`config.mk`:
```
export PLATFORM = sky130hd
export DESIGN_NAME = sef_frame_top
export DESIGN_NICKNAME = d
export VERILOG_FILES = /design/src/include/sef_pkg.sv /design/src/include/sef_edge_if.sv /design/src/design/sef_pin_sync.sv /design/src/design/sef_frame_top.sv
export SDC_FILE = /design/constraint.sdc
export NUM_CORES = 1
export LEC_CHECK = 0
export CORE_MARGIN = 2
export CORE_UTILIZATION = 39
export CTS_BUF_LIST = sky130_fd_sc_hd__clkbuf_8
export DETAILED_ROUTE_END_ITERATION = 12
export DONT_BUFFER_PORTS = 1
export GPL_TIMING_DRIVEN = 0
export SKIP_LAST_GASP = 1
export SYNTH_ARGS = -nofsm -noshare
export SYNTH_HDL_FRONTEND = slang
export SYNTH_SLANG_ARGS = --single-unit
```
`constraint.sdc`:
```
create_clock -name clock_in -period 1.9 [get_ports clock_in]
set_clock_uncertainty 0.15 [all_clocks]
set_input_delay 0.095 -clock clock_in [delete_from_list [all_inputs] [get_ports clock_in]]
set_output_delay 0.095 -clock clock_in [all_outputs]
set_load 0.05 [all_outputs]
```
`src/include/sef_pkg.sv`:
```
package sef_pkg;

    // serial framing
    localparam int          BYTE_BITS = 8;
    localparam logic [2:0]  BIT_FIRST = 3'h0;
    localparam logic [2:0]  BIT_LAST  = 3'h7;
    localparam logic [7:0]  BYTE_ZERO = 8'h00;

    // internal write cycle time, longest, rounded down to clock cycles
    localparam int          CLK_HZ        = 40_000_000;
    localparam int          WRITE_TIME_MS = 5;
    localparam int          WRITE_CYCLES  = WRITE_TIME_MS * (CLK_HZ / 1000);
    localparam int          TMR_W         = $clog2(WRITE_CYCLES + 1);

    // frame state: unarmed after reset, idle, selected
    typedef enum logic [1:0] {
        FR_OFF  = 2'b00,
        FR_IDLE = 2'b01,
        FR_SEL  = 2'b10
    } sef_state_type;

    // synchroniser state
    typedef struct packed {
        logic meta;
        logic sync;
        logic last;
    } sef_sync_type;

    // framing block state
    typedef struct packed {
        sef_state_type    frame;
        logic [2:0]       bit_cnt;
        logic             got_byte;
        logic [7:0]       rx_sh;
        logic [7:0]       tx_sh;
        logic [7:0]       rx_byte;
        logic             rx_valid;
        logic             so;
        logic             so_oe_n;
        logic             busy;
        logic [TMR_W-1:0] timer;
        logic             write_start;
        logic             write_abort;
        logic             standby;
        logic             selected;
    } sef_regs_type;

    localparam sef_regs_type REGS_RST = '{
        frame:    FR_OFF,
        so_oe_n:  1'b1,
        standby:  1'b1,
        default:  '0
    };

endpackage : sef_pkg

```
`src/include/sef_edge_if.sv`:
```
`timescale 1ns/10ps
// synchronised pin level with its edges
interface sef_edge_if;
    logic level;
    logic rise;
    logic fall;

    modport src (output level, output rise, output fall);
    modport dst (input level, input rise, input fall);
endinterface : sef_edge_if

```
`src/design/sef_pin_sync.sv`:
```
`timescale 1ns/10ps
module sef_pin_sync #(
    parameter logic RST_VAL = 1'b0
) (
    // clock and reset
    input  wire logic   clock_in,
    input  wire logic   sys_rst_in,
    // raw pin
    input  wire logic   pin_in,
    // synchronised level and edges
    sef_edge_if.src     pin_if
);

    sef_pkg::sef_sync_type q;
    sef_pkg::sef_sync_type d;

    // two flops, then a third copy for edge finding
    always_comb
    begin
        d.meta = pin_in;
        d.sync = q.meta;
        d.last = q.sync;
    end

    always_ff @(posedge clock_in or posedge sys_rst_in)
    begin
        if (sys_rst_in)
        begin
            q <= '{meta: RST_VAL, sync: RST_VAL, last: RST_VAL};
        end
        else
        begin
            q <= d;
        end
    end

    // only the second flop and its copy are looked at
    assign pin_if.level = q.sync;
    assign pin_if.rise  = q.sync & ~q.last;
    assign pin_if.fall  = ~q.sync & q.last;

endmodule : sef_pin_sync

```
`src/design/sef_frame_top.sv`:
```
// How it works
// - low select means selected, traffic only then
// - select high deselects, standby unless programming
// - started programming cycle always runs to end
// - standby right after programming ends if deselected
// - output goes high impedance on deselect
// - select rise after valid write starts cycle
// - ignore traffic until first select falling edge
// - serial input captured on clock rising edge
// - instruction, address, data share one input
// - internal write finishes within 5 ms
// - output changes after clock falling edge
// - bytes shifted most significant bit first
// - select rise off byte boundary abandons write
`timescale 1ns/10ps
module sef_frame_top #(
    parameter int WRITE_CYCLES = sef_pkg::WRITE_CYCLES
) (
    // clock and reset
    input  wire logic        clock_in,
    input  wire logic        sys_rst_in,
    // serial pins from the master
    input  wire logic        spi_cs_n_in,
    input  wire logic        spi_sck_in,
    input  wire logic        spi_si_in,
    // serial output pin, enable low while driving
    output logic             spi_so_out,
    output logic             spi_so_oe_n_out,
    // byte stream toward the command logic
    output logic [7:0]       rx_byte_out,
    output logic             rx_valid_out,
    input  wire logic [7:0]  tx_byte_in,
    // write sequence handshake with the command logic
    input  wire logic        wr_seq_ok_in,
    output logic             write_start_out,
    output logic             write_abort_out,
    // device status
    output logic             selected_out,
    output logic             standby_out,
    output logic             write_busy_out
);

    localparam logic [sef_pkg::TMR_W-1:0] TMR_LAST =
        sef_pkg::TMR_W'(WRITE_CYCLES - 1);
    localparam logic [sef_pkg::TMR_W-1:0] TMR_ZERO = '0;

    sef_edge_if cs_if ();
    sef_edge_if sck_if ();
    sef_edge_if si_if ();

    sef_pkg::sef_regs_type q;
    sef_pkg::sef_regs_type d;

    logic sel_now;
    logic end_on_byte;

    // pin synchronisers; select resets low so a select held low
    // through reset is no falling edge and cannot arm the frame
    sef_pin_sync #(.RST_VAL(1'b0)) u_cs_sync (
        .clock_in   (clock_in),
        .sys_rst_in (sys_rst_in),
        .pin_in     (spi_cs_n_in),
        .pin_if     (cs_if)
    );

    // serial clock idles high between frames, so no false edge
    sef_pin_sync #(.RST_VAL(1'b1)) u_sck_sync (
        .clock_in   (clock_in),
        .sys_rst_in (sys_rst_in),
        .pin_in     (spi_sck_in),
        .pin_if     (sck_if)
    );

    sef_pin_sync #(.RST_VAL(1'b0)) u_si_sync (
        .clock_in   (clock_in),
        .sys_rst_in (sys_rst_in),
        .pin_in     (spi_si_in),
        .pin_if     (si_if)
    );

    // frame ended cleanly after a whole number of bytes
    assign sel_now     = (q.frame == sef_pkg::FR_SEL);
    assign end_on_byte = q.got_byte && (q.bit_cnt == sef_pkg::BIT_FIRST);

    // next state of the whole block
    always_comb
    begin
        d             = q;
        d.rx_valid    = 1'b0;
        d.write_start = 1'b0;
        d.write_abort = 1'b0;

        // self-timed write runs regardless of select
        if (q.busy)
        begin
            if (q.timer == TMR_LAST)
            begin
                d.busy  = 1'b0;
                d.timer = TMR_ZERO;
            end
            else
            begin
                d.timer = q.timer + 1'b1;
            end
        end

        case (q.frame)
            sef_pkg::FR_OFF,
            sef_pkg::FR_IDLE:
            begin
                // first falling edge arms and selects
                if (cs_if.fall)
                begin
                    d.frame    = sef_pkg::FR_SEL;
                    d.bit_cnt  = sef_pkg::BIT_FIRST;
                    d.got_byte = 1'b0;
                end
            end
            sef_pkg::FR_SEL:
            begin
                if (cs_if.rise)
                begin
                    d.frame = sef_pkg::FR_IDLE;
                    if (end_on_byte && wr_seq_ok_in && !q.busy)
                    begin
                        d.write_start = 1'b1;
                        d.busy        = 1'b1;
                        d.timer       = TMR_ZERO;
                    end
                    else if (wr_seq_ok_in)
                    begin
                        d.write_abort = 1'b1;
                    end
                end
                else
                begin
                    // capture on rising clock, msb first
                    if (sck_if.rise)
                    begin
                        d.rx_sh   = {q.rx_sh[6:0], si_if.level};
                        d.bit_cnt = q.bit_cnt + 1'b1;
                        if (q.bit_cnt == sef_pkg::BIT_LAST)
                        begin
                            d.rx_byte  = {q.rx_sh[6:0], si_if.level};
                            d.rx_valid = 1'b1;
                            d.got_byte = 1'b1;
                        end
                    end
                    // drive out after falling clock, msb first
                    if (sck_if.fall)
                    begin
                        if (q.bit_cnt == sef_pkg::BIT_FIRST)
                        begin
                            d.so    = tx_byte_in[7];
                            d.tx_sh = {tx_byte_in[6:0], 1'b0};
                        end
                        else
                        begin
                            d.so    = q.tx_sh[7];
                            d.tx_sh = {q.tx_sh[6:0], 1'b0};
                        end
                    end
                end
            end
            default:
            begin
                d.frame = sef_pkg::FR_OFF;
            end
        endcase

        // output released as soon as the frame ends
        d.so_oe_n  = (d.frame != sef_pkg::FR_SEL);
        d.selected = (d.frame == sef_pkg::FR_SEL);
        // standby only when not selected and not programming
        d.standby  = (d.frame != sef_pkg::FR_SEL) && !d.busy;
    end

    // single state register
    always_ff @(posedge clock_in or posedge sys_rst_in)
    begin
        if (sys_rst_in)
        begin
            q <= sef_pkg::REGS_RST;
        end
        else
        begin
            q <= d;
        end
    end

    // outputs straight from flops
    assign spi_so_out      = q.so;
    assign spi_so_oe_n_out = q.so_oe_n;
    assign rx_byte_out     = q.rx_byte;
    assign rx_valid_out    = q.rx_valid;
    assign write_start_out = q.write_start;
    assign write_abort_out = q.write_abort;
    assign selected_out    = q.selected;
    assign standby_out     = q.standby;
    assign write_busy_out  = q.busy;
endmodule : sef_frame_top

```
# Word level (Yosys, flattened, before mapping)
# Cells that the tools add are included.
[classes]
add_sub_neg = 2
mul = 0
div_mod_pow = 0
magnitude_cmp = 0
eq_ne = 10
n_shift = 0
muxes = 22
n_bitwise = 9
reduce_logical = 15
[ops]
columns = ["operator", "count"]
rows = [
  ["2-to-1 mux 21 bit", 2],
  ["2-to-1 mux 30 bit", 1],
  ["2-to-1 mux 20 bit", 1],
  ["2-to-1 mux 19 bit", 1],
  ["adder 18 x 1 -> 18 bit, second input constant", 1],
  ["== test 18 bit, second input constant", 1],
  ["2-to-1 mux 18 bit", 1],
  ["2-to-1 mux 9 bit", 2],
  ["2-to-1 mux 8 bit", 2],
  ["2-to-1 mux 12 bit", 1],
  ["inequality test 2 bit, second input constant", 4],
  ["one-hot mux 4 bit (2 select lines)", 1],
  ["AND reduction 4 bit", 2],
  ["2-to-1 mux 1 bit", 6],
  ["2-to-1 mux 6 bit", 1],
  ["AND reduction 3 bit", 2],
  ["inverter 1 bit", 5],
  ["AND reduction 5 bit", 1],
  ["bitwise AND 1 bit", 4],
  ["== test 2 bit, second input constant", 2],
  ["logical AND 1 bit", 4],
  ["2-to-1 mux 2 bit", 2],
  ["one-hot mux 2 bit (2 select lines)", 1],
  ["adder 3 x 1 -> 3 bit, second input constant", 1],
  ["8 further kinds", 9],
]
[totals]
ff_bits = 64
latch_bits = 0
ramBits = 0
romBits = 0
input_bits = 14
mem_count = 0

# Depth between registers and ports, before layout
# Gate-level depths: netlist of the first run.
[logic_depth]
ltp_word = 9
depth_mapped = 7

# Hierarchy
# A second synthesis of the first run with hierarchy kept.
[unflattened]
cells_unflattened = 250
area_unflattened_um2 = 2756.4
[modules_own_cells]
columns = ["module", "n_inst", "cells_each", "area_each_um2", "seq_area_each_um2"]
rows = [
  ["sef_frame_top", 1, 232, 2471.1, 1353.8],
  ["sef_pin_sync (u_cs_sync ...)", 2, 6, 93.8, 75.1],
  ["sef_pin_sync (u_sck_sync)", 1, 6, 97.6, 78.8],
]

# Worst setup path before layout of the first run
# OpenSTA, ideal clock, no wires.
[synth_timing]
path_kind = "reg-to-reg"
startpoint = "reg q, in the netlist write_busy_out"
endpoint = "reg q[20] in the netlist's numbering"
setup_time_ps = 125
arrival_ps = 1885
required_ps = 1625
slack_ps = -260
path_stages_with_launch = 6
cell_sequence = "dfrtp_1 > clkbuf_1 > nand2_1 > or3_1 > mux2i_1 > a2111oi_0"
[synth_rtl]
columns = ["element", "line", "rtl"]
rows = [
  ["start, declared", "sef_frame_top.sv:51", "sef_pkg::sef_regs_type q;"],
  ["start signal, assigned", "sef_frame_top.sv:183", "q <= sef_pkg::REGS_RST;"],
]

==> metrics.md, run 1 <==
| Metric | Value |
|---|---|
| Post-synth top area share | 0.526 |
| Synthesis warning total | 0 |
| Largest net degree at the start of global routing | 44 |
| Yosys cell types | 40 |
| Max cap viols | 0 |
| Synth area leader | dfrtp_1 |
| Clock share of power | 0.309 |
| Synth top cells by count | dfrtp_1 (57), nand2_1 (40), o21ai_0 (14), nor2_1 (12), nand3_1 (11) |
| Post-synthesis cell count | 251 |
| DRT Pass-1 Iters | 5 |
| Synth top area cells | dfrtp_1 (53%), nand2_1 (5.5%), dfstp_2 (4.8%) |
| Peak VDD IR | 0.000345 V |
| P&R area growth vs syn | 21.7% |
| Vias in the first global route | 1,858 |
| Sequential share of power | 0.528 |
| Worst EP arrival | 2.03 ns |
| Fmax | 0.521 GHz |
| # DRC | 0 |
| CP endpoint kind | flop |
| Die Y | 87.4 um |
| Synth Flop Type | dfrtp_1 |
| PD cells | 1010 nW/um^2 |
| TritonCTS Buffers | 9 |
| CTS tree | done |
| Worst Hold Class | input pin to asynchronous set/reset pin |
| Post-route minimum period | 1.92 ns |
| Vias | 1,878 |
| Grt total ovfl | 0 |
| Hold Vio Cnt, Final | 0 |
| Post-synth EDFFs | 0 |
| Sw Pwr | 1.03 mW |
| Clock transition at path regs | 0.07 ns |
| DIE WIDTH | 87.4 um |
| Crit Path Class | flop to flop |
| Logic pwr share | 0.162 |
| Die Footprint | 7640 sq um |
| Placer Congestion | 0.757 |
| Synth Area per Inst | 10.8 sq um |
| Total track usage | 0.148 |
| Slew headroom | 0.672 |
| Max-slew violation count | 0 |
| LEAKAGE | 1.49 nW |
| Post-route ant nets | 0 |
| Slowest Stage Delay on Critical Path | 0.57 ns |
| Failing checks | negative setup slack |
| Initial antenna violation count | 0 |
| Max FO, Critical Path | 4 |
| Worst skew pair latency | 0.33 ns |
| Crit path cell chain | nand3_2 -> or4_4 -> or3_1 -> a21oi_1 |
| Ys async rst share | 1.00 |
| Most frequent cell after synthesis | dfrtp_1 |
| Seq/Total Area, Yosys | 0.574 |
| Mapped cell area | 2710 sq um |
| Fin crit share | 1.01 |
| Diode count | 0 |
| Fill count | 638 |
| RSZ-0062 raised after global routing | yes |
| Worst Hold Slack | 0.0708 ns |
| Clock sink total | 62 |
| Fraction of layout cells with a size suffix above 1 | 0.250 |
| Cell internal pwr | 2.31 mW |
| First-pass GRT wire length | 8600 um |
| Crit path launch type | flop |
| Synthesized Nets | 269 |
| Post-DP HPWL | 3320 um |
| Slowest cell on crit path | dfrtp_2 |
| Final WL | 5200 um |
| Setup TNS | -0.0185 ns |
| Port buffer count | 0 |
| Vias per Instance | 5.16 |
| Wire length per cell | 14.3 um |
| Overall power | 3.34 mW |
| Clock root buffer | clkbuf_8 |
| Sw frac | 0.309 |
| Final setup fails | 1 |
| Core Region | 6760 sq um |
| Worst EP required | 2.01 ns |
| Status | finished, violations left |
| Initial drt markers | 70 |
| Final worst slack | -0.0185 ns |
| Rows | 30 |
| # H-tree levels | 3 |
| Clock buffer depth | 2 |
| Slew at the pin with the worst max-slew slack | 0.491 ns |
| Starting Density | 0.402 |
| Nets@finish | 297 |
| I/O pins | 30 |
| Flops & latches, synth | 62 |
## kinds of logic after synthesis
group,count (synthesis),synth area share
compound gates,30,0.0655
flops,62,0.574
xor+xnor,10,0.0323
simple gates,101,0.189
mux,19,0.0742
fa+ha+maj,4,0.0184
buf+inv,25,0.0466
## placed cells by master, fill, tap and decap left out, types with 7 or more instances in the layout
cell / Yosys / final
nor2_2: 0 / 7
nand2_1: 40 / 39
dfrtp_1: 57 / 55
dlygate4sd3_1: 0 / 13
buf_4: 8 / 13
inv_1: 9 / 9
mux2i_1: 10 / 10
o21ai_0: 14 / 13
nand3_1: 11 / 10
mux2_2: 9 / 9
clkbuf_8: 0 / 11
## metrics by stage
stage / worst slack (ns) / utilization / cells / instance area, sq um
final: -0.0185 / 0.489 / 364 / 3300
after CTS: -0.0452 / 0.479 / 364 / 3240
after global placement: -0.777 / 0.419 / 331 / 2830
after global routing: -0.0835 / 0.489 / 364 / 3300
after floorplan: -0.0145 / - / 251 / 2730
after detailed placement: -0.255 / 0.423 / 332 / 2860
## power by group through the flow
stage / sequential [mW] / combinational [mW] / clock, mW
floorplan: 1.75 / 0.413 / 0
global placement: 1.78 / 0.488 / 0
detailed placement: 1.79 / 0.512 / 0
CTS: 1.76 / 0.544 / 1.08
global route: 1.79 / 0.616 / 1.14
finish: 1.77 / 0.542 / 1.03
## final timing paths
check	cells past startpoint	startpoint	end	slack, ns
max	4	write_busy_out	q[21]	-0.02
min	2	sys_rst_in	rx_byte_out[1]	0.07
max reg2reg	4	write_busy_out	q[21]	-0.02
min reg2reg	0	u_cs_sync.d[1]	u_cs_sync.pin_if.level	0.20
max in group asynchronous	3	sys_rst_in	spi_so_oe_n_out	0.90
min in group clock_in	1	spi_cs_n_in	u_cs_sync.d[1]	0.17
## worst max-delay path: cells and delay by family (launching register included)
family | cells | cell delay, ns
AND/OR/NAND/NOR | 3 | 0.98
flip-flops | 1 | 0.57
AO/OA/AOI/OAI | 1 | 0.15
## per-layer routing
metal / part of all wire / track usage / wire length [um] / up-vias
met1: 0.45 / 0.176 / 2350 / 934
li1: - / - / - / 909
met5: 0 / 0 / 0 / -
met3: 0.036 / 0.0445 / 189 / 7
met4: 0.0098 / 0.0671 / 51 / 0
met2: 0.50 / 0.245 / 2610 / 28
## state kept, by name (all words and copies together) (netlist names)
name and count:
q 38, u_sck_sync.pin_if.level 1, write_abort_out 1, write_start_out 1
u_sck_sync.q 1, u_cs_sync.d 1, spi_so_oe_n_out 1, u_si_sync.d 1
rx_valid_out 1, u_sck_sync.d 1, standby_out 1, u_cs_sync.pin_if.level 1
u_cs_sync.q 1, spi_so_out 1, write_busy_out 1, rx_byte_out 8
u_si_sync.pin_if.level 1, selected_out 1
## area by class of cell
type	instances	area, sq um	share of cell area
Clock buffer	11	151	0.0459
Timing Repair Buffer	19	203	0.0614
Tap cell	80	100	0.0303
Clock inverter	5	26.3	0.00796
Multi-Input combinational cell	164	1120	0.339
Inverter	9	33.8	0.0102
Sequential cell	62	1560	0.473
Buffer	14	109	0.0330
## what timing repair did
item,in CTS,in global routing
hold endpoints to repair,71,0
endpoints found under the setup margin,29,24
pin swaps,6,3
gates cloned,0,1
hold buffers,13,0
setup buffers,4,0
resized for setup,14,20
No activity file was read; power rests on OpenSTA's default activity.
==> inputs of run 2 (changes only) <==
- CORE_MARGIN: 2 -> 4
==> run 2 against run 1 <==
Against the previous run: the run now ends clean; first-iteration DRC count is 26% higher; via count is 0.53% lower; maximum frequency is 1.0% higher; total power is 1.8% higher; sequential share of layout area is 0.49 points lower; cell area is 1.2% higher; largest cell class unchanged; highest routed layer unchanged; die area is 9.4% higher; sequential power hardly changed; combinational power is 2% lower; routed wire length is 0.79% lower; global-route usage is 1.4 points lower.
==> metrics.md, run 2 (synthesis results as in run 1) <==
| Metric | Value |
|---|---|
| # DRC | 0 (unchanged) |
| CP endpoint kind | flop |
| Slew headroom | 0.659 (-0.0137) |
| Worst skew pair latency | 0.33 ns (about the same) |
| Fin crit share | 0.999 (-0.0105) |
| CTS tree | done |
| Diode count | 0 (unchanged) |
| Rows | 30 (unchanged) |
| Slew at the pin with the worst max-slew slack | 0.512 ns (+0.0206 ns) |
| Starting Density | 0.399 (-0.00222) |
| Final non-filler cell total | 381 (+4.7%) |
| Vias per Instance | 4.90 (-5.0%) |
| Initial antenna violation count | 0 (unchanged) |
| Die Y | 91.4 um (+4.6%) |
| Most common cell after layout, fill and taps aside | dfrtp_1 |
| Initial drt markers | 88 (+26%) |
| Terminus of the critical flop-to-flop path | q[5] |
| Worst EP arrival | 1.97 ns (-0.06 ns) |
| Fmax | 0.527 GHz (+1.0%) |
| Post-route ant nets | 0 (unchanged) |
| Max cap viols | 0 (unchanged) |
| Die Footprint | 8360 sq um (+9.4%) |
| Vias | 1,868 (-0.53%) |
| Total track usage | 0.134 (-0.0141) |
| Post-route cell area | 3340 sq um (+1.2%) |
| DRT Pass-1 Iters | 4 (-1) |
| Hold Vio Cnt, Final | 0 (unchanged) |
| Peak VDD IR | 0.000339 V (-1.7%) |
| PD cells | 1020 nW/um^2 (+0.60%) |
| R2r worst-path depth | 6 (+2) |
| Clock root buffer | clkbuf_8 |
| Clock transition at path regs | 0.07 ns (about the same) |
| Wire length per cell | 13.5 um (-5.2%) |
| Fraction of layout cells with a size suffix above 1 | 0.235 (-0.0149) |
| Worst Hold Class | input pin to asynchronous set/reset pin |
| Post-DP HPWL | 3380 um (+1.7%) |
| Max FO, Critical Path | 5 (+1) |
| Number of flip-flops in the largest register | 38 (unchanged) |
| Grt total ovfl | 0 (unchanged) |
| CP startpoint | write_busy_out |
| Worst EP required | 1.97 ns (-0.04 ns) |
| Max-slew violation count | 0 (unchanged) |
| Core Region | 6790 sq um (+0.56%) |
| Vias in the first global route | 1,772 (-4.6%) |
| Largest net degree at the start of global routing | 44 (unchanged) |
| I/O pins | 30 (unchanged) |
| First-pass GRT wire length | 8760 um (+1.9%) |
| RSZ-0062 raised after global routing | yes |
| DIE WIDTH | 91.4 um (+4.6%) |
| R2r startpoint | write_busy_out |
| Final setup fails | 0 (-1) |
| End point of the critical path | q[5] |
| Final WL | 5160 um (-0.79%) |
| Crit Path Class | flop to flop |
| Highest-count cells in the layout ignoring fill and taps | dfrtp_1 (55), nand2_1 (39), buf_4 (14), o21ai_0 (14), dlygate4sd3_1 (13) |
| Cells after DPL | 348 (+4.8%) |
| TritonCTS Buffers | 9 (unchanged) |
| Nets@finish | 298 (+0.34%) |
| Crit path launch type | flop |
| Worst slack after detailed placement | -0.328 ns (-0.0734 ns) |
| Port buffer count | 0 (unchanged) |
| Register-to-register path setup slack | 0.001 ns (+0.02 ns) |
| Placer Congestion | 0.799 (+5.5%) |
| Clock sink total | 62 (unchanged) |
| LEAKAGE | 1.50 nW (+0.25%) |
| P&R area growth vs syn | 23.1% |
| Final worst slack | 0.00143 ns (+0.0199 ns) |
| Status | finished clean |
| Post-DP Area | 2870 sq um (+0.44%) |
| Post-route minimum period | 1.90 ns (-0.0199 ns) |
| Clock buffer depth | 2 (unchanged) |
| # H-tree levels | 3 (unchanged) |
| Overall power | 3.40 mW (+1.8%) |
| Biggest register | q |
## run 2: critical path: stages (launching register included)
cell,delay [ns]
dfrtp_4,0.58
buf_8,0.17
nor4bb_4,0.27
nand4_1,0.24
o21ai_4,0.17
buf_6,0.15
nor2_1,0.05
## run 2: worst min path at each step
stage | slack [ns] | from | cells after the start | end
2_1_floorplan | -0.05 | spi_sck_in | 0 | u_sck_sync.d[1]
3_3_place_gp | -0.05 | spi_sck_in | 0 | u_sck_sync.d[1]
3_5_place_dp | -0.13 | sys_rst_in | 1 | u_si_sync.d[1]
4_1_cts | 0.07 | sys_rst_in | 2 | q[4]
5_1_grt | 0.1 | sys_rst_in | 2 | q[4]
6_report | 0.07 | sys_rst_in | 2 | q[4]
## run 2: where the power goes
group	switching (mW)	total (mW)	internal, mW
Sequential	0.233	1.76	1.53
Clock	0.517	1.11	0.595
Combinational	0.290	0.531	0.241
Total	1.04	3.40	2.36
## run 2: cell type report
| class | count | area (sq um) |
|---|---|---|
| Multi-Input combinational cell | 164 | 1120 |
| Clock buffer | 9 | 124 |
| Fill cell | 629 | 3450 |
| Timing Repair Buffer | 20 | 203 |
| Inverter | 9 | 38.8 |
| Buffer | 14 | 109 |
| Sequential cell | 62 | 1560 |
| Clock inverter | 7 | 66.3 |
| Tap cell | 96 | 120 |
## run 2: per-layer routing
| metal | track usage | share of wire | vias up |
|---|---|---|---|
| met5 | 0 | 0 | - |
| met1 | 0.177 | 0.47 | 912 |
| li1 | - | - | 912 |
| met4 | 0.0528 | 0.010 | 0 |
| met3 | 0.0489 | 0.037 | 6 |
| met2 | 0.198 | 0.48 | 38 |
## run 2: repair_timing
item	4_1_cts	5_1_grt
pin swaps	7	1
setup endpoints to repair	35	32
hold buffers	13	0
gates cloned	1	0
buffers inserted	4	1
hold endpoints to repair	72	0
resized for setup	16	16
## run 2: metrics by stage
stage	TNS, ns	hold slack, ns	util
6_report	0	0.0659	0.492
5_1_grt	-1.76	0.0994	0.492
4_1_cts	-0.179	0.0681	0.483
3_5_place_dp	-4.89	-0.133	0.422
3_3_place_gp	-37.92	-0.0504	0.419
2_1_floorplan	-0.0145	-0.0505	-
==> inputs of run 3 (changes only) <==
- CORE_ASPECT_RATIO: unset -> 1.1
- CORE_UTILIZATION: 39 -> 53
- PLACE_DENSITY: unset -> 0.71
==> run 3 against run 2 <==
Against the previous run: the flow now finishes with violations (negative setup slack); routed wire length is 0.41% higher; highest routed layer unchanged; combinational power is 0.8% higher; maximum frequency is 0.90% lower; largest cell class unchanged; non-clock buffer count is 1 lower; die area is 24% lower; first-iteration DRC count is 15% lower; cell count is 10% lower; largest power group unchanged.
==> metrics.md, run 3 (synthesis results as in run 1) <==
| Metric | Value |
|---|---|
| Highest-count cells in the layout ignoring fill and taps | dfrtp_1 (54), nand2_1 (39), o21ai_0 (14) |
| Final non-filler cell total | 342 (-10%) |
| Register-to-register path setup slack | -0.02 ns (-0.02 ns) |
| Slowest cell on crit path | dfrtp_2 |
| Cells after DPL | 310 (-11%) |
| Final WL | 5180 um (+0.41%) |
| Busiest layer in global routing | met2 |
| Max-slew violation count | 0 (unchanged) |
| Worst EP required | 2.01 ns (+0.04 ns) |
| Starting Density | 0.543 (+0.143) |
| Vias per Instance | 5.53 (+13%) |
| CP endpoint kind | flop |
| Clock buffer depth | 2 (unchanged) |
| Fill count | 394 (-37%) |
| TritonCTS Buffers | 9 (unchanged) |
| Multi-input gate area | 1120 sq um (-0.22%) |
| Crit path cell chain | nand3_1 -> or4_4 -> or3_1 -> a21oi_1 |
| Fraction of layout cells with a size suffix above 1 | 0.254 (+0.0184) |
| Buf/Inv on CP | 0 (-2) |
| Slew headroom | 0.628 (-0.0302) |
| Diode count | 0 (unchanged) |
| Grt total ovfl | 0 (unchanged) |
| Die Y | 83.1 um (-9.2%) |
| Worst Hold Class | input pin to asynchronous set/reset pin |
| Post-route ant nets | 0 (unchanged) |
| Final worst slack | -0.0158 ns (-0.0172 ns) |
| Failing checks | negative setup slack |
| Clock root buffer | clkbuf_8 |
| R2r startpoint | write_busy_out |
| Total track usage | 0.175 (+0.0416) |
| Worst EP arrival | 2.03 ns (+0.06 ns) |
| M3 GR Usage | 0.0629 (+0.0140) |
| Crit path launch type | flop |
| Slowest Stage Delay on Critical Path | 0.56 ns (-0.02 ns) |
| FF+latch area | 1560 sq um (about the same) |
| Max FO, Critical Path | 4 (-1) |
| Worst path top cell family by delay | simple AND/OR/NAND/NOR gates |
| Vias in the first global route | 1,898 (+7.1%) |
| Largest net degree at the start of global routing | 38 (-14%) |
| Rows | 27 (-10%) |
| Status | finished, violations left |
| Slew at the pin with the worst max-slew slack | 0.556 ns (+0.0446 ns) |
| PD cells | 1080 nW/um^2 (+6.4%) |
| # H-tree levels | 3 (unchanged) |
| Fmax | 0.522 GHz (-0.90%) |
| Most common cell after layout, fill and taps aside | dfrtp_1 |
| Initial antenna violation count | 0 (unchanged) |
| Initial drt markers | 75 (-15%) |
| Vias | 1,892 (+1.3%) |
| CTS tree | done |
| First-pass GRT wire length | 8780 um (+0.23%) |
| R2r worst-path depth | 4 (-2) |
| Peak VDD IR | 0.000557 V (+64%) |
| Met2 usage | 0.284 (+0.0860) |
| M1 GR Usage | 0.210 (+0.0325) |
| Core Region | 5000 sq um (-26%) |
| Hold Vio Cnt, Final | 0 (unchanged) |
| Setup TNS | -0.122 ns (-0.122 ns) |
| Post-DP HPWL | 3280 um (-2.8%) |
| Placer Congestion | 0.870 (+8.9%) |
| Worst skew pair latency | 0.33 ns (about the same) |
| Die Footprint | 6330 sq um (-24%) |
| Nets@finish | 297 (-0.34%) |
| Number of flip-flops in the largest register | 38 (unchanged) |
| Crit Path Class | flop to flop |
| Clock transition at path regs | 0.07 ns (about the same) |
| Port buffer count | 0 (unchanged) |
| CP startpoint | write_busy_out |
| DRT Pass-1 Iters | 4 (unchanged) |
| Worst Hold Slack | 0.127 ns (+0.0612 ns) |
| Max cap viols | 0 (unchanged) |
| Post-route minimum period | 1.92 ns (+0.0172 ns) |
| Biggest register | q |
| Terminus of the critical flop-to-flop path | q[21] |
| # DRC | 0 (unchanged) |
| I/O pins | 30 (unchanged) |
| DIE WIDTH | 76.2 um (-17%) |
| LEAKAGE | 1.49 nW (-0.23%) |
| Clock sink total | 62 (unchanged) |
| Fin crit share | 1.01 (+0.00908) |
| P&R area growth vs syn | 22.0% |
| Wire length per cell | 15.1 um (+12%) |
| RSZ-0062 raised after global routing | yes |
| Final setup fails | 13 (+13) |
run 3: per-stage QoR:
stage | area (sq um) | setup slack [ns] | total power [mW] | util
6_report | 3310 | -0.0158 | 3.58 | 0.662
5_1_grt | 3310 | -0.111 | 3.78 | 0.662
4_1_cts | 3270 | -0.0141 | 3.62 | 0.655
3_5_place_dp | 2820 | -0.231 | 2.30 | 0.564
3_3_place_gp | 2800 | -0.679 | 2.26 | 0.560
2_1_floorplan | 2730 | -0.0145 | 2.17 | -
run 3: how the worst max path moves through the flow:
stage / depth (start not counted) / endpoint
CTS: 6 / q[15]
global placement: 1 / write_busy_out
detailed placement: 6 / q[13]
finish: 4 / q[21]
floorplan: 1 / write_busy_out
global route: 6 / q[7]
run 3: power by group:
part | switching [mW] | internal [mW]
Combinational | 0.293 | 0.242
Sequential | 0.238 | 1.53
Clock | 0.516 | 0.769
Total | 1.05 | 2.54
run 3: timing repair:
action | in CTS | in global routing
setup buffers | 3 | 1
gates cloned | 1 | 0
hold buffers | 13 | 0
hold endpoints to repair | 71 | 0
resized for setup | 19 | 13
setup endpoints to repair | 25 | 34
pin swaps | 9 | 3
run 3: worst register-to-register path: cells and delay by family (launching register included):
| family | cells | cell delay (ns) |
|---|---|---|
| compound gates | 1 | 0.14 |
| simple gates | 3 | 1.00 |
| flops | 1 | 0.56 |
run 3: per-layer routing:
| metal | part of all wire | routed length, um | up-vias |
|---|---|---|---|
| met5 | 0 | 0 | - |
| met4 | 0.018 | 91 | 0 |
| met3 | 0.044 | 227 | 11 |
| met2 | 0.51 | 2650 | 41 |
| met1 | 0.43 | 2210 | 928 |
| li1 | - | - | 912 |
run 3: final cells by class:
type                       instances  share of cell area
timing repair buffer              19              0.0590
tap                               58              0.0219
clock buffer                      10              0.0416
clock inverter                     6              0.0257
multi-input combinational        164               0.337
sequential                        62               0.472
inverter                           9              0.0102
buffer                            14              0.0329
